--- src/ddrmc_pkg.sv ---
// constants shared by the maintenance command block
// ============================================================
package ddrmc_pkg;
    // ============================================================
    // register map
    localparam logic [7:0]  CAL_REF_CTRL_OFS  = 8'h58;
    localparam logic [7:0]  CAL_INTERVAL_OFS  = 8'h5C;
    localparam logic [7:0]  MODE_REG_CMD_OFS  = 8'h54;
    // ============================================================
    // field positions
    localparam int          MR_BUSY_BIT       = 31;
    localparam int          MR_TARGET_LSB     = 20;
    localparam int          MR_STROBE_BIT     = 16;
    localparam int          CAL_OFF_BIT       = 5;
    localparam int          CAL_REQ_BIT       = 4;
    localparam int          REF_REQ_BIT       = 1;
    localparam int          REF_OFF_BIT       = 0;
    // ============================================================
    // reset values and counts
    localparam logic [1:0]  MR_TARGET_RST     = 2'h0;
    localparam logic [15:0] MR_PAYLOAD_RST    = 16'h0000;
    localparam logic [7:0]  CAL_GAP_RST       = 8'h00;
    localparam int          CAL_GAP_UNIT      = 1024;
    localparam int          REF_PEND_W        = 4;

    typedef enum logic [2:0] {
        DDRMC_CMD_NONE,
        DDRMC_CMD_MRS,
        DDRMC_CMD_REFRESH,
        DDRMC_CMD_DLL_CAL
    } ddrmc_cmd_t;
endpackage

--- src/ddrmc_req_if.sv ---
// request and grant bundle between arbiter and sources
`timescale 1ns/1ps
interface ddrmc_req_if;
    logic req;
    logic grant;
    modport src (output req, input grant);
    modport arb (input req, output grant);
endinterface

--- src/ddrmc_cal_timer.sv ---
// calibration gap timer and automatic calibration requester
`timescale 1ns/1ps
module ddrmc_cal_timer
    import ddrmc_pkg::*;
#(
    parameter int UNIT = CAL_GAP_UNIT
)(
    // clock and reset
    input  wire logic       ref_clk,
    input  wire logic       rst_n,
    // control
    input  wire logic [7:0] gap,
    input  wire logic       auto_off,
    input  wire logic       idle,
    input  wire logic       cal_done,
    // request
    ddrmc_req_if.src        rq
);
    localparam int PW = $clog2(UNIT + 1);
    logic [PW-1:0] pre_r;
    logic [7:0]    units_r;
    logic          ripe;

    // ============================================================
    // gap counter, restarts after every calibration
    assign ripe = (units_r >= gap);
    always_ff @(posedge ref_clk)
    begin
        if (!rst_n || cal_done)
        begin
            pre_r   <= '0;
            units_r <= '0;
        end
        else if (!ripe)
        begin
            if (pre_r == PW'(UNIT - 1))
            begin
                pre_r   <= '0;
                units_r <= units_r + 8'h01;
            end
            else
                pre_r <= pre_r + PW'(1);
        end
    end

    // ask only when enabled, idle and the gap has passed
    assign rq.req = ripe && !auto_off && idle;
endmodule

--- src/ddrmc_maint_ctrl.sv ---
// maintenance command controller: mode register writes, calibration, refresh
//
// The strobed register port was decided locally.
`timescale 1ns/1ps
module ddrmc_maint_ctrl
    import ddrmc_pkg::*;
#(
    parameter int REF_INTERVAL = 390
)(
    // clock and reset
    input  wire logic        ref_clk,
    input  wire logic        rst_n,
    // register port
    input  wire logic [7:0]  reg_addr,
    input  wire logic [31:0] reg_wdata,
    input  wire logic        reg_wr,
    input  wire logic        reg_rd,
    output logic      [31:0] reg_rdata,
    // controller state
    input  wire logic        ctrl_idle,
    // dram command port
    output logic             dram_cmd_valid,
    output ddrmc_cmd_t       dram_cmd,
    output logic      [1:0]  dram_bank,
    output logic      [15:0] dram_addr,
    input  wire logic        dram_cmd_ready
);
    // ============================================================
    // registers
    logic [1:0]  mr_target_r;
    logic [15:0] mr_payload_r;
    logic        mr_busy_r;
    logic        cal_off_r;
    logic        cal_req_r;
    logic        ref_req_r;
    logic        ref_off_r;
    logic [7:0]  cal_gap_r;
    logic        mr_strobe;
    logic        mr_take;
    logic        wr_ctrl;
    logic        wr_gap;
    logic        wr_mr;

    assign wr_ctrl   = reg_wr && (reg_addr == CAL_REF_CTRL_OFS);
    assign wr_gap    = reg_wr && (reg_addr == CAL_INTERVAL_OFS);
    assign wr_mr     = reg_wr && (reg_addr == MODE_REG_CMD_OFS);
    assign mr_strobe = wr_mr && reg_wdata[MR_STROBE_BIT];
    assign mr_take   = mr_strobe && !mr_busy_r;

    // ============================================================
    // command selection, one issue per accepted cycle
    ddrmc_cmd_t sel;
    logic       issue;
    logic       auto_cal_req;
    logic       auto_cal_grant;
    logic [REF_PEND_W-1:0] ref_pend_r;
    logic       ref_auto_req;
    logic       flush_r;

    ddrmc_req_if cal_if ();

    ddrmc_cal_timer u_cal_timer (
        .ref_clk  (ref_clk),
        .rst_n    (rst_n),
        .gap      (cal_gap_r),
        .auto_off (cal_off_r),
        .idle     (ctrl_idle),
        .cal_done (auto_cal_grant),
        .rq       (cal_if.src)
    );
    assign auto_cal_req = cal_if.req;

    assign ref_auto_req = (ref_pend_r != '0) && (!ref_off_r || flush_r);

    // priority: mode register, manual refresh, pending refresh, calibration
    always_comb
    begin
        sel = DDRMC_CMD_NONE;
        if (mr_busy_r)
            sel = DDRMC_CMD_MRS;
        else if (ref_req_r || ref_auto_req)
            sel = DDRMC_CMD_REFRESH;
        else if (cal_req_r || auto_cal_req)
            sel = DDRMC_CMD_DLL_CAL;
    end
    assign issue          = (sel != DDRMC_CMD_NONE) && dram_cmd_ready;
    assign dram_cmd_valid = (sel != DDRMC_CMD_NONE);
    assign dram_cmd       = sel;
    assign dram_bank      = mr_target_r;
    assign dram_addr      = mr_payload_r;
    assign auto_cal_grant = issue && (sel == DDRMC_CMD_DLL_CAL);
    assign cal_if.grant   = auto_cal_grant;

    // ============================================================
    // mode register fields, frozen while a write is pending
    always_ff @(posedge ref_clk)
    begin
        if (!rst_n)
        begin
            mr_target_r  <= MR_TARGET_RST;
            mr_payload_r <= MR_PAYLOAD_RST;
        end
        else if (wr_mr && !mr_busy_r)
        begin
            mr_target_r  <= reg_wdata[MR_TARGET_LSB +: 2];
            mr_payload_r <= reg_wdata[15:0];
        end
    end

    always_ff @(posedge ref_clk)
    begin
        if (!rst_n)
            mr_busy_r <= 1'b0;
        else if (mr_take)
            mr_busy_r <= 1'b1;
        else if (issue && sel == DDRMC_CMD_MRS)
            mr_busy_r <= 1'b0;
    end

    // ============================================================
    // control bits
    always_ff @(posedge ref_clk)
    begin
        if (!rst_n)
        begin
            cal_off_r <= 1'b0;
            ref_off_r <= 1'b0;
            cal_gap_r <= CAL_GAP_RST;
        end
        else
        begin
            if (wr_ctrl)
            begin
                cal_off_r <= reg_wdata[CAL_OFF_BIT];
                ref_off_r <= reg_wdata[REF_OFF_BIT];
            end
            if (wr_gap)
                cal_gap_r <= reg_wdata[7:0];
        end
    end

    // self clearing requests: a new write wins over the clear
    always_ff @(posedge ref_clk)
    begin
        if (!rst_n)
            cal_req_r <= 1'b0;
        else if (wr_ctrl && reg_wdata[CAL_REQ_BIT])
            cal_req_r <= 1'b1;
        else if (issue && sel == DDRMC_CMD_DLL_CAL)
            cal_req_r <= 1'b0;
    end

    always_ff @(posedge ref_clk)
    begin
        if (!rst_n)
            ref_req_r <= 1'b0;
        else if (wr_ctrl && reg_wdata[REF_REQ_BIT])
            ref_req_r <= 1'b1;
        else if (issue && sel == DDRMC_CMD_REFRESH && ref_req_r)
            ref_req_r <= 1'b0;
    end

    // ============================================================
    // automatic refresh: interval timer builds a pending count
    localparam int RW = $clog2(REF_INTERVAL + 1);
    logic [RW-1:0] ref_tmr_r;
    logic          ref_tick;
    logic          ref_served;

    assign ref_tick   = (ref_tmr_r == RW'(REF_INTERVAL - 1));
    assign ref_served = issue && sel == DDRMC_CMD_REFRESH && !ref_req_r;

    always_ff @(posedge ref_clk)
    begin
        if (!rst_n || ref_tick)
            ref_tmr_r <= '0;
        else
            ref_tmr_r <= ref_tmr_r + RW'(1);
    end

    // no new debt while disabled; saturates rather than wraps
    always_ff @(posedge ref_clk)
    begin
        if (!rst_n)
            ref_pend_r <= '0;
        else if (ref_tick && !ref_off_r && !ref_served && ref_pend_r != '1)
            ref_pend_r <= ref_pend_r + REF_PEND_W'(1);
        else if (ref_served && !(ref_tick && !ref_off_r))
            ref_pend_r <= ref_pend_r - REF_PEND_W'(1);
    end

    // disable edge: drain whatever was owed at that moment
    always_ff @(posedge ref_clk)
    begin
        if (!rst_n)
            flush_r <= 1'b0;
        else if (wr_ctrl && reg_wdata[REF_OFF_BIT] && !ref_off_r)
            flush_r <= 1'b1;
        else if (ref_pend_r == '0 || !ref_off_r)
            flush_r <= 1'b0;
    end

    // ============================================================
    // read data, one cycle after the strobe
    always_ff @(posedge ref_clk)
    begin
        if (!rst_n)
            reg_rdata <= 32'h00000000;
        else if (reg_rd)
        begin
            reg_rdata <= 32'h00000000;
            case (reg_addr)
                MODE_REG_CMD_OFS:
                begin
                    reg_rdata[MR_BUSY_BIT]         <= mr_busy_r;
                    reg_rdata[MR_TARGET_LSB +: 2]  <= mr_target_r;
                    reg_rdata[15:0]                <= mr_payload_r;
                end
                CAL_REF_CTRL_OFS:
                begin
                    reg_rdata[CAL_OFF_BIT] <= cal_off_r;
                    reg_rdata[CAL_REQ_BIT] <= cal_req_r;
                    reg_rdata[REF_REQ_BIT] <= ref_req_r;
                    reg_rdata[REF_OFF_BIT] <= ref_off_r;
                end
                CAL_INTERVAL_OFS:
                    reg_rdata[7:0] <= cal_gap_r;
                default:
                    reg_rdata <= 32'h00000000;
            endcase
        end
        else
            reg_rdata <= 32'h00000000;
    end
endmodule

--- config.mk ---
export PLATFORM = sky130hd
export DESIGN_NAME = ddrmc_maint_ctrl
export DESIGN_NICKNAME = d
export VERILOG_FILES = /design/src/ddrmc_pkg.sv /design/src/ddrmc_req_if.sv /design/src/ddrmc_cal_timer.sv /design/src/ddrmc_maint_ctrl.sv
export SDC_FILE = /design/constraint.sdc
export NUM_CORES = 1
export LEC_CHECK = 0
export ABC_AREA = 1
export BUFFER_PORTS_ARGS = -buffer_cell sky130_fd_sc_hd__buf_4
export CAP_MARGIN = 20
export CORE_MARGIN = 8
export CORE_UTILIZATION = 55
export DETAILED_ROUTE_END_ITERATION = 16
export GPL_TIMING_DRIVEN = 0
export PLACE_DENSITY = 0.82
export REMOVE_ABC_BUFFERS = 1
export SYNTH_ARGS = -nofsm -noshare
export SYNTH_HDL_FRONTEND = slang
export SYNTH_SLANG_ARGS = --single-unit
--- constraint.sdc ---
create_clock -name ref_clk -period 6.75 [get_ports ref_clk]
set_clock_uncertainty 0.1 [all_clocks]
set_input_delay 0.675 -clock ref_clk [delete_from_list [all_inputs] [get_ports ref_clk]]
set_output_delay 0.675 -clock ref_clk [all_outputs]
set_load 0.02 [all_outputs]
==> out/results.ini <==
[status]
status = finished clean

[global_routing]
antenna_found_initial = 0
grt_overflow = 0
grt_pass1_vias = 3431
grt_pass1_wl_microns = 15400
grt_usage_pct = 18.3
grt_max_degree = 25

[pwr]
comb_power_share_pct = 5.4
leakagePower_nw = 2.10
switching_share_pct = 23.6
switchingPower_mw = 0.223
p_clk_share_pct = 42.4
seq_power_share_pct = 52.2
p_total_mw = 0.943
internal-power_mw = 0.720
power.density_nw_per_um2 = 194
peakVddDrop_mv = 0.115

[routing]
drt_first_pass_iters = 4
num_vias = 3620
drt_iter0_drc = 157
wl_per_cell_microns = 12.8
drc_errors = 0
postRouteAntennaNets = 0
routed_wirelength_microns = 9210
via_per_inst = 5.03

[clock_tree]
cts_hold_buf = 0
htree_levels = 3
clock-root-buffer = clkbuf_8
cts_tree = built
cts_max_path_buffers = 2
numCtsBuffers = 9
clk_pin_slew_ns = 0.09
cts_resized = 0
cts_setup_buffers = 0
clock-sinks = 83
clock_latency_ns = 0.36

[setup_path]
crit_path_frequent_cell = nand2_1
cp-startpoint = u_cal_timer.units_r[3]$_SDFFE_PP0P_
start_kind = flip-flop
end_kind = primary output
path_cells = ha_1 -> nand2_1 -> inv_2 -> nand2_1 -> nand2_1 -> nand2_1 -> nand3_4 -> nand2_1 -> nand2_2 -> o21ai_0 -> inv_1 -> buf_4
critical_path.max_fanout = 19
critPathRequiredTime_ns = 5.97
max_stage_delay_ns = 0.44
slowest_stage = dfxtp_1
worst_r2r_startpoint = ref_tmr_r[0]$_SDFF_PP0_
cp.arrival_ns = 2.35
critPathKind = reg2out

[synth]
async_flop_share_pct = 0
synthTopCellsByCount = nand2_1 (116), dfxtp_1 (83), inv_1 (70), nor2_1 (47), a21oi_1 (43)
synth_top_area_cell = dfxtp_1
synth_warnings = 0
synth.area.top_cells = dfxtp_1 (40%), nand2_1 (11%), inv_1 (6.4%)
synth.top_cell.area_share_pct = 40.4
synthCells = 549
netlist_area_sq_um = 4120
yosysMostFrequentCell = nand2_1
ys.flop_type = dfxtp_1
syn-mean-instance-area_sq_um = 7.50
synth_seq_cells = 83
yosysSeqAreaShare_pct = 40.4
synth_edf_count = 0
ys_types = 44

[die]
die_area_sq_um = 10500
fp.dieH_microns = 103
core_area_sq_um = 7250
fp.dieW_microns = 103
start_util_pct = 56.8
rows = 31
ioPinCount = 100

[flow_run]
maxCapViolations = 0

[sta]
maxSlewViolCount = 0
fmax_mhz = 320
relSlewSlack_pct = 43.1
hold_viol = 0
tightest_slew_ns = 0.847
finalSetupViolCount = 0
rsz0062_at_grt = no
fin_ws_ns = 3.63
fin_crit_sh_pct = 46.2
period_minus_slack_ns = 3.12
fin_tns_setup_ns = 0

[layout]
num_antenna_cells = 0
fin_area_sq_um = 4870
nets = 677
layout-drive-gt1-share_pct = 20.0
syn2layout_area_growth_pct = 18.2

[place]
port_buffers = 72
placed_area_sq_um = 4640
gp_congestion = 0.817
place_hpwl_microns = 6890
dpl_worst_slack_ns = 3.88

[hold_path]
min_path_type = reg2reg
hp-start = dram_addr[9]$_SDFFE_PN0P_

==> critical path, delay by kind of cell (launching register included) <==
family | cells | cell delay (ns)
compound gates | 1 | 0.23
fa+ha+maj | 1 | 0.28
buf+inv | 3 | 0.27
flops | 1 | 0.44
simple gates | 7 | 0.78
==> power groups by stage <==
stage / registers [mW] / clock network, mW / logic, mW
6_report: 0.492 / 0.400 / 0.0507
5_1_grt: 0.493 / 0.424 / 0.0551
4_1_cts: 0.492 / 0.407 / 0.0503
3_5_place_dp: 0.504 / 0 / 0.0501
3_3_place_gp: 0.504 / 0 / 0.0494
2_1_floorplan: 0.504 / 0 / 0.0237
==> path summary, 6_finish.rpt <==
kind | end | slack [ns] | cells after the start
worst min register to register | reg_rdata[9]$_SDFF_PN0_ | 0.34 | 2
worst max register to register | ref_pend_r[3]$_SDFFE_PN0P_ | 4.20 | 13
worst min-delay path | reg_rdata[9]$_SDFF_PN0_ | 0.34 | 2
worst max-delay path | dram_cmd[1] | 3.63 | 12
==> registers in the layout, summed over array words and instances (netlist names) <==
register and flops:
reg_rdata 19, dram_addr 16, u_cal_timer.pre_r 11, ref_tmr_r 9
cal_gap_r 8, u_cal_timer.units_r 8, ref_pend_r 4, dram_bank 2
cal_off_r 1, cal_req_r 1, flush_r 1, mr_busy_r 1
ref_off_r 1, ref_req_r 1
==> cells in the final DEF (no fill, tap or decap), types with 2 or more instances in the layout <==
cell | Yosys | routed
xnor2_1 | 5 | 5
a21o_1 | 2 | 2
a21oi_1 | 43 | 43
and3_1 | 2 | 2
inv_1 | 70 | 70
o21ai_0 | 18 | 18
nand2_2 | 2 | 2
ha_1 | 14 | 14
nor3b_1 | 2 | 2
conb_1 | 1 | 14
clkinv_2 | 1 | 2
clkbuf_8 | 0 | 9
xor2_1 | 9 | 9
inv_2 | 8 | 8
inv_6 | 0 | 2
nor2_2 | 8 | 8
dfxtp_1 | 83 | 83
buf_4 | 15 | 72
nor3_1 | 11 | 11
o31ai_1 | 4 | 4
nand2_1 | 116 | 116
nand4_1 | 25 | 25
bufinv_16 | 0 | 2
o211ai_1 | 3 | 3
nand2_4 | 2 | 2
nor2_4 | 3 | 3
nand3_2 | 3 | 3
nand3_1 | 18 | 18
o21ai_1 | 6 | 6
nor2_1 | 47 | 47
==> kinds of logic (layout without fill, tap and decap cells) <==
| logic type | after synthesis | after routing | share of synthesized area, % |
|---|---|---|---|
| AOI/OAI and AO/OA | 78 | 78 | 10.2 |
| xor gates and xnor gates | 14 | 14 | 2.98 |
| adders and majority gates | 15 | 15 | 4.74 |
| buffers and inverters | 109 | 168 | 12.0 |
| DFF | 83 | 83 | 40.4 |
| other | 1 | 14 | 0.0911 |
| and+or+nand+nor | 249 | 249 | 29.7 |
==> metal layers <==
metal  up-vias  wire, microns  track usage [%]
met1      1628           4190             22.2
li1       1872              -                -
met2        99           4220             30.1
met3        21            587             3.65
met5         -              0                0
met4         0            208             8.92
==> layout make-up <==
cell class              count  area [sq um]
fillers                   612          2390
multi-input cells         370          2010
flip-flops and latches     83          1660
repair buffers             73           552
inverters                  79           298
clock buffers               9           124
well taps                  99           124
clock inverters             7          98.8
==> metrics by stage <==
| step | cells | hold WS, ns | util (%) |
|---|---|---|---|
| floorplan | 532 | 0.333 | - |
| global route | 720 | 0.363 | 67.1 |
| CTS | 720 | 0.349 | 67.1 |
| global placement | 703 | 0.328 | 63.9 |
| finish | 720 | 0.341 | 67.1 |
| detailed placement | 704 | 0.336 | 64.0 |
(Power assumes the default switching activity.)
